## config.mk

```make
export PLATFORM = sky130hd
export DESIGN_NAME = psau_top
export DESIGN_NICKNAME = d
export VERILOG_FILES = /design/src/psau_pkg.sv /design/src/psau_top.sv
export VERILOG_INCLUDE_DIRS = /design/src
export SDC_FILE = /design/constraint.sdc
export NUM_CORES = 2
export LEC_CHECK = 0
export BUFFER_PORTS_ARGS = -buffer_cell sky130_fd_sc_hd__buf_4
export CAP_MARGIN = 0
export CORE_ASPECT_RATIO = 1.4
export CORE_UTILIZATION = 50
export CTS_BUF_LIST = sky130_fd_sc_hd__clkbuf_4
export CTS_CLUSTER_DIAMETER = 50
export DETAILED_ROUTE_END_ITERATION = 10
export GPL_TIMING_DRIVEN = 0
export PLACE_DENSITY = 0.66
export SETUP_SLACK_MARGIN = 0.15
export SLEW_MARGIN = 10
export SYNTH_ARGS = -nofsm -noshare
export SYNTH_HDL_FRONTEND = slang
export SYNTH_SLANG_ARGS = --single-unit
```

## constraint.sdc

```tcl
create_clock -name mclk_in -period 6.55 [get_ports mclk_in]
set_input_delay 0.655 -clock mclk_in [delete_from_list [all_inputs] [get_ports mclk_in]]
set_output_delay 0.655 -clock mclk_in [all_outputs]
set_load 0.05 [all_outputs]
```

## src/psau_cfg.svh

```systemverilog
`ifndef PSAU_CFG_SVH
`define PSAU_CFG_SVH
// Behaviour
// - Low-word table read/write reaches program bits 15..0, word or byte size.
// - High table read/write is the only data path to program bits 23..16.
// - Program addresses step by two per word; low and high spaces share addresses.
// - Low byte read picks upper byte when byte select is 1, else lower.
// - High word read returns bits 23..16 low, phantom byte reads zero.
// - Table address is table page concatenated with the 16-bit effective address.
// - Table page top bit selects user (0) or configuration (1) memory.
// - Data access maps to program memory when address bit 15 and enable set.
// - Mapping page supplies upper address bits, lower 15 address bits the rest.
// - Mapped reads return only the low 16 bits of the program word.
// - Mapped reads stretch the instruction, except in middle repeat iterations, because two fetches are needed.
// - Mapping is suspended while a table read or write is in progress.
// - Outside repeat: moves add one cycle, other instructions add two.
// - In repeat: first, last, interrupt exit and re-entry add two, others none.
// - Rows start on 192-byte, erase pages on 1536-byte boundaries.
// - Erase a page of eight rows; program one row or one word.
// - Holding buffers hold 64 instructions loaded from one aligned group.
// - Buffer-loading table writes finish in two instruction cycles.
// - Each row needs its own programming cycle after loading.
// - Setting write control starts the cycle, stalls core, clears at end.
`define PSAU_ROW_WORDS 64
`define PSAU_ROW_BYTES 192
`define PSAU_PAGE_BYTES 1536
`define PSAU_PAGE_ROWS 8
`define PSAU_TBL_WRITE_CYCLES 2
`define PSAU_OP_ROW 4'h1
`define PSAU_OP_WORD 4'h3
`define PSAU_OP_PAGE 4'h2
`define PSAU_ROW_TIME_CYCLES 64
`define PSAU_WORD_TIME_CYCLES 16
`define PSAU_ERASE_TIME_CYCLES 128
`endif

```

## src/psau_pkg.sv

```systemverilog
package psau_pkg;
    typedef enum logic [1:0] {
        psau_idle_t_idle,
        psau_idle_t_busy
    } psau_flash_state_t;
    typedef enum logic [1:0] {
        psau_op_none,
        psau_op_read_low,
        psau_op_read_high,
        psau_op_write
    } psau_op_t;
endpackage

```

## src/psau_top.sv

```systemverilog
// Added by the designer: the placing of the registers and the strobed register port.
`timescale 1ns/1ps
`include "psau_cfg.svh"
// Program space access unit: table reads/writes, data-space mapping, holding
// buffers and the self-timed erase/program sequencer, all on the core clock.
module psau_top import psau_pkg::*; #(
    parameter int ROW_TIME = `PSAU_ROW_TIME_CYCLES,
    parameter int WORD_TIME = `PSAU_WORD_TIME_CYCLES,
    parameter int ERASE_TIME = `PSAU_ERASE_TIME_CYCLES
) (
    // Clock and reset
    input wire logic mclk_in,
    input wire logic rst_in,
    // Table access from the core
    input wire logic table_read_low_word_in,
    input wire logic table_read_high_byte_in,
    input wire logic table_write_low_word_in,
    input wire logic table_write_high_byte_in,
    input wire logic byte_size_in,
    input wire logic [7:0] table_page_in,
    input wire logic [15:0] table_ea_in,
    input wire logic [15:0] table_wdata_in,
    // Data-space access from the core
    input wire logic data_read_in,
    input wire logic [15:0] data_ea_in,
    input wire logic program_mapping_enable_in,
    input wire logic [7:0] mapping_page_in,
    input wire logic move_insn_in,
    input wire logic in_repeat_in,
    input wire logic repeat_edge_iter_in,
    // Flash control
    input wire logic flash_start_in,
    input wire logic flash_erase_in,
    input wire logic [3:0] flash_op_in,
    // Program memory port
    output logic [23:0] pm_addr_out,
    output logic pm_config_space_out,
    output logic pm_read_out,
    input wire logic [23:0] pm_rdata_in,
    output logic pm_erase_out,
    output logic pm_program_out,
    output logic [23:0] pm_prog_addr_out,
    output logic [23:0] pm_prog_data_out,
    output logic [5:0] pm_prog_slot_out,
    // Results back to the core
    output logic [15:0] rdata_out,
    output logic rvalid_out,
    output logic [1:0] extra_cycles_out,
    output logic stall_out,
    output logic flash_busy_out
);
    // =====================================================
    // Address formation
    logic table_rd;
    logic table_wr;
    logic mapped;
    logic [23:0] table_addr;
    logic [23:0] map_addr;
    assign table_rd = table_read_low_word_in | table_read_high_byte_in;
    assign table_wr = table_write_low_word_in | table_write_high_byte_in;
    assign table_addr = {table_page_in, table_ea_in};
    assign mapped = data_read_in & data_ea_in[15] & program_mapping_enable_in
        & ~table_rd & ~table_wr;
    assign map_addr = {1'b0, mapping_page_in, data_ea_in[14:0]};

    always_comb begin
        pm_read_out = table_rd | mapped;
        pm_addr_out = mapped ? map_addr : table_addr;
        pm_config_space_out = ~mapped & table_page_in[7];
    end

    // =====================================================
    // Read data formatting, latched one cycle after the request
    logic rd_low_reg;
    logic rd_high_reg;
    logic rd_map_reg;
    logic byte_reg;
    logic bsel_reg;
    always_ff @(posedge mclk_in) begin
        if (rst_in) begin
            rd_low_reg <= 1'b0;
            rd_high_reg <= 1'b0;
            rd_map_reg <= 1'b0;
            byte_reg <= 1'b0;
            bsel_reg <= 1'b0;
        end else begin
            rd_low_reg <= table_read_low_word_in;
            rd_high_reg <= table_read_high_byte_in;
            rd_map_reg <= mapped;
            byte_reg <= byte_size_in;
            bsel_reg <= table_ea_in[0];
        end
    end

    logic [15:0] rdata_next;
    always_comb begin
        rdata_next = 16'h0000;
        if (rd_map_reg) begin
            rdata_next = pm_rdata_in[15:0];
        end else if (rd_low_reg) begin
            if (byte_reg) begin
                rdata_next = {8'h00, bsel_reg ? pm_rdata_in[15:8] : pm_rdata_in[7:0]};
            end else begin
                rdata_next = pm_rdata_in[15:0];
            end
        end else if (rd_high_reg) begin
            if (byte_reg && bsel_reg) begin
                rdata_next = 16'h0000;
            end else begin
                rdata_next = {8'h00, pm_rdata_in[23:16]};
            end
        end
    end

    logic [15:0] rdata_reg;
    logic rvalid_reg;
    always_ff @(posedge mclk_in) begin
        if (rst_in) begin
            rdata_reg <= 16'h0000;
            rvalid_reg <= 1'b0;
        end else begin
            rdata_reg <= rdata_next;
            rvalid_reg <= rd_low_reg | rd_high_reg | rd_map_reg;
        end
    end
    assign rdata_out = rdata_reg;
    assign rvalid_out = rvalid_reg;

    // =====================================================
    // Mapped-access cycle penalty
    logic [1:0] extra_next;
    always_comb begin
        extra_next = 2'd0;
        if (mapped) begin
            if (in_repeat_in) begin
                extra_next = repeat_edge_iter_in ? 2'd2 : 2'd0;
            end else begin
                extra_next = move_insn_in ? 2'd1 : 2'd2;
            end
        end
    end
    logic [1:0] extra_reg;
    always_ff @(posedge mclk_in) begin
        if (rst_in) begin
            extra_reg <= 2'd0;
        end else begin
            extra_reg <= extra_next;
        end
    end
    assign extra_cycles_out = extra_reg;

    // =====================================================
    // Holding buffers
    logic [23:0] hold_mem [`PSAU_ROW_WORDS];
    logic [23:0] row_base_reg;
    logic [5:0] slot;
    assign slot = table_ea_in[6:1];
    genvar gi;
    generate
        for (gi = 0; gi < `PSAU_ROW_WORDS; gi++) begin : g_hold
            always_ff @(posedge mclk_in) begin
                if (rst_in) begin
                    hold_mem[gi] <= 24'hffffff;
                end else if (table_wr && slot == 6'(gi)) begin
                    if (table_write_low_word_in) begin
                        if (!byte_size_in) begin
                            hold_mem[gi][15:0] <= table_wdata_in;
                        end else if (table_ea_in[0]) begin
                            hold_mem[gi][15:8] <= table_wdata_in[7:0];
                        end else begin
                            hold_mem[gi][7:0] <= table_wdata_in[7:0];
                        end
                    end else if (!(byte_size_in && table_ea_in[0])) begin
                        hold_mem[gi][23:16] <= table_wdata_in[7:0];
                    end
                end
            end
        end
    endgenerate

    logic wr_busy_reg;
    always_ff @(posedge mclk_in) begin
        if (rst_in) begin
            wr_busy_reg <= 1'b0;
            row_base_reg <= 24'h000000;
        end else begin
            wr_busy_reg <= table_wr;
            if (table_wr) begin
                row_base_reg <= table_addr;
            end
        end
    end

    // =====================================================
    // Flash sequencer
    // The legal start codes live in one place, so the decode and the timer agree on them.
    function automatic logic op_valid(input logic erase, input logic [3:0] op);
        logic ok;
        ok = erase ? (op == `PSAU_OP_PAGE) : (op == `PSAU_OP_ROW || op == `PSAU_OP_WORD);
        return ok;
    endfunction

    function automatic logic [15:0] op_time(input logic erase, input logic [3:0] op);
        logic [15:0] t;
        t = erase ? 16'(ERASE_TIME) : (op == `PSAU_OP_ROW ? 16'(ROW_TIME) : 16'(WORD_TIME));
        return t;
    endfunction

    psau_flash_state_t state_reg;
    logic [15:0] timer_reg;
    logic [5:0] prog_idx_reg;
    logic [3:0] op_reg;
    logic erase_reg;
    always_ff @(posedge mclk_in) begin
        if (rst_in) begin
            state_reg <= psau_idle_t_idle;
            timer_reg <= 16'h0000;
            prog_idx_reg <= 6'h00;
            op_reg <= 4'h0;
            erase_reg <= 1'b0;
        end else begin
            case (state_reg)
                psau_idle_t_idle: begin
                    if (flash_start_in && op_valid(flash_erase_in, flash_op_in)) begin
                        state_reg <= psau_idle_t_busy;
                        op_reg <= flash_op_in;
                        erase_reg <= flash_erase_in;
                        prog_idx_reg <= 6'h00;
                        timer_reg <= op_time(flash_erase_in, flash_op_in);
                    end
                end
                psau_idle_t_busy: begin
                    prog_idx_reg <= prog_idx_reg + 6'h01;
                    if (timer_reg <= 16'h0001) begin
                        state_reg <= psau_idle_t_idle;
                    end
                    timer_reg <= timer_reg - 16'h0001;
                end
                default: state_reg <= psau_idle_t_idle;
            endcase
        end
    end

    logic busy;
    logic [23:0] row_start;
    logic [23:0] page_start;
    assign busy = (state_reg == psau_idle_t_busy);
    // aligned boundaries, counted in address units of two per word
    assign row_start = row_base_reg - (row_base_reg % 24'(2 * `PSAU_ROW_WORDS));
    assign page_start = row_base_reg
        - (row_base_reg % 24'(2 * `PSAU_ROW_WORDS * `PSAU_PAGE_ROWS));

    always_comb begin
        pm_erase_out = busy & erase_reg;
        pm_program_out = busy & ~erase_reg
            & (op_reg == `PSAU_OP_ROW || timer_reg == 16'(WORD_TIME));
        pm_prog_slot_out = (op_reg == `PSAU_OP_ROW) ? prog_idx_reg : row_base_reg[6:1];
        pm_prog_addr_out = erase_reg ? page_start
            : (op_reg == `PSAU_OP_ROW ? row_start + {17'h0, prog_idx_reg, 1'b0}
            : row_base_reg);
        pm_prog_data_out = hold_mem[pm_prog_slot_out];
    end

    assign flash_busy_out = busy;
    assign stall_out = busy | (table_wr & ~wr_busy_reg);
endmodule // psau_top

```

==> out/results.tsv <==
stage	metric	value	unit
status	status	finished, violations left	
status	failing checks	capacitance limit, slew limit	
timing	RSZ-0062 raised after global routing	yes	
timing	Finish-stage setup viols	0	
clocking	clock tree buffer depth	4	
clocking	CTS tree	built	
route	TritonRoute pass-1 iters	8	
clocking	Worst-Skew Late Latency	1.44	ns
clocking	H-tree levels	5	
floorplan	initial core utilization	50.4	%
min_path	Hold WC Path Type	input port to flop	
timing	Final Hold Violating Endpoints	0	
route	routed vias/inst	6.59	
timing	Final min period	6.49	ns
setup_path	CP Capture Type	output pin	
clocking	CTS Root Buffer Type	clkbuf_4	
flow_run	maxcap violations	2	
place	dpl ws	0.482	ns
floorplan	I/O pin count	209	
floorplan	CORE AREA	149000	um2
route	WL final	296000	um
layout	nets@finish	6247	
setup_path	Worst Path Arrival	5.84	ns
logic_synthesis	EDFF count, synth	1536	
timing	Slew @ Worst Pin	1.52	ns
layout	Cell Count, Final, Fillers Out	8370	
clocking	clk slew on worst S/H paths	0.07	ns
global_route	largest net degree at the start of global routing	17	
min_path	Hold Crit Depth	3	
setup_path	R2R Setup Slk	3.69	ns
logic_synthesis	Primary FF master, synth	edfxtp_1	
layout	max reg flops	1536	
layout	fillers	12200	
timing	final setup TNS	0	ns
route	Routed wire per std cell	35.4	um
logic_synthesis	mean post-synth cell area	13.9	um2
setup_path	CP max FO	10	
logic_synthesis	synthesized net count	5546	
global_route	first-pass GRT wire length	402000	um
logic_synthesis	YS warnings	0	
logic_synthesis	post-synth top area cell	edfxtp_1	
logic_synthesis	share of the synthesized area in the top cell type	61.3	%
global_route	vias in the first global route	54600	
route	total number of vias	55200	
global_route	GRT overflow	0	
global_route	global-route usage over all layers	38.9	%
layout	share of layout cells above drive strength 1	21.6	%
setup_path	CP Class	flop to output pin	
place	RD Place Congestion	1.08	
power_and_ir_drop	power density over the cells	270	nW/um2
logic_synthesis	Synth area leaders	edfxtp_1 (61%), mux4_2 (11%), or3_1 (8.1%)	
floorplan	Die Span X	330	um
timing	Achievable Freq	154	MHz
floorplan	die area	152000	um2
clocking	Num CTS Buffers	389	
logic_synthesis	Post-synth ARST share	0	%
floorplan	Rows	168	
route	Final ANT Viol Nets	0	
logic_synthesis	register area share after synthesis	63.3	%
setup_path	CP Launch Type	flop	
min_path	hold endpoint	rdata_out[12]	
min_path	Hold Startpoint	pm_rdata_in[12]	
setup_path	RR Endpoint	timer_reg[13]	
timing	clock skew	0.0590	ns
setup_path	reg2reg start	state_reg[0]	
global_route	initial antenna violation count	30	
route	1st-iter DRT viols	7153	
place	HPWL Detailed	225000	um
timing	max-slew violation count	12	
timing	hold_ws	0.0550	ns
route	DRC errors left	0	
timing	final critical-path share of the clock period	99.1	%
timing	Final WS setup	0.0585	ns
setup_path	Worst Reg-to-Reg Cells	8	
logic_synthesis	synthesis-stage register bit count	1613	
floorplan	Die Span Y	461	um
setup_path	Data required, critical path	5.89	ns
logic_synthesis	Cell variety after synth	67	
power_and_ir_drop	Peak supply drop	0.150	mV
place	placed cells	7564	
logic_synthesis	Cells after Synth	5397	
place	I/O Buffers	207	
layout	Area growth syn-to-layout	13.4	%
logic_synthesis	synthesized cell area	75300	um2
power_and_ir_drop	Lkg Pwr	27.9	nW
timing	Slew headroom	-1.22	%
clocking	clock sink count	1613	
==> cell type report <==
cell class	count	area, um2	share of cell area, %
repair buffers	310	2610	3.06
clock inverters	121	612	0.717
plain buffers	595	2460	2.89
well taps	1955	2450	2.87
clock buffers	543	4080	4.78
flip-flops and latches	1613	47700	55.9
inverters	48	188	0.220
diodes	44	110	0.129
multi-input cells	3141	25100	29.5
==> per-stage QoR <==
step,util (%),cell area [um2],power (mW)
final,57.1,85300,23.0
after global routing,57.0,85200,23.5
after CTS,56.9,85100,22.8
after detailed placement,53.1,79400,14.9
after global placement,53.0,79300,14.8
after floorplan,-,75300,13.6
==> worst max-delay path by stage <==
stage	startpoint	end	slack, ns	cells past startpoint
finish	op_reg[3]	pm_prog_data_out[15]	0.06	11
global placement	op_reg[3]	pm_prog_data_out[19]	0.51	9
global route	op_reg[3]	pm_prog_data_out[22]	0.04	13
detailed placement	op_reg[3]	pm_prog_data_out[19]	0.48	9
floorplan	prog_idx_reg[0]	pm_prog_addr_out[18]	2.61	10
CTS	op_reg[1]	pm_prog_data_out[19]	0.13	11
==> cell usage in the layout, fill, tap and decap left out, types with 133 or more instances in the layout <==
master / count
clkbuf_1: 478
a21o_1: 193
nand2_1: 667
edfxtp_1: 1536
nor2_1: 133
or3_1: 972
a22oi_1: 188
buf_4: 228
clkbuf_4: 548
mux4_2: 384
==> power by group <==
| part | switching (mW) | internal [mW] | leakage (nW) |
|---|---|---|---|
| combinational | 2.00 | 0.885 | 9.04 |
| sequential | 0.176 | 11.8 | 16.1 |
| clock | 4.18 | 4.01 | 2.80 |
| total | 6.36 | 16.7 | 27.9 |
==> worst max-delay path, cell delays in order, from the launching register on <==
cell	delay [ns]
dfxtp_1	0.34
or4b_1	0.51
clkbuf_1	0.17
nand2_1	0.15
a21boi_4	0.52
inv_4	0.21
nor3_2	0.61
clkbuf_1	0.78
a22oi_1	0.31
nand4_1	0.23
or2_1	0.28
buf_4	0.26
==> synth_stat cells, drive strengths merged (54+ instances only) <==
library cell,number
a21o,193
a21oi,76
a22oi,192
buf,93
clkbuf,502
dfxtp,77
edfxtp,1536
mux4,384
nand2,667
nand4,54
nor2,133
or2,63
or3,972
==> routing by layer <==
metal | global-route usage, % | wire length (um) | up-vias | share of wire [%]
li1 | - | - | 22400 | -
met1 | 42.0 | 91200 | 27200 | 31
met4 | 33.4 | 30000 | 14 | 10
met2 | 62.6 | 140000 | 4316 | 47
met3 | 11.5 | 34700 | 1192 | 12
met5 | 0 | 93 | - | 0.031
==> cell families after synthesis <==
kind of cell	Yosys count	share of synthesized area, %
DFF	1613	63.3
xor gates and xnor gates	30	0.349
adders and majority gates	43	0.715
AOI/OAI and AO/OA	594	5.69
buffers and inverters	643	3.44
muxes	415	11.9
and+or+nand+nor	2059	14.5
==> repair_timing <==
action | 4_1_cts | 5_1_grt
gates cloned | 0 | 0
hold buffers | 96 | 0
buffers inserted | 2 | 0
pin swaps | 1 | 0
hold endpoints to repair | 104 | 0
setup endpoints to repair | 24 | 18
gates resized for setup | 18 | 28
Power figures use the tool's default switching activity.
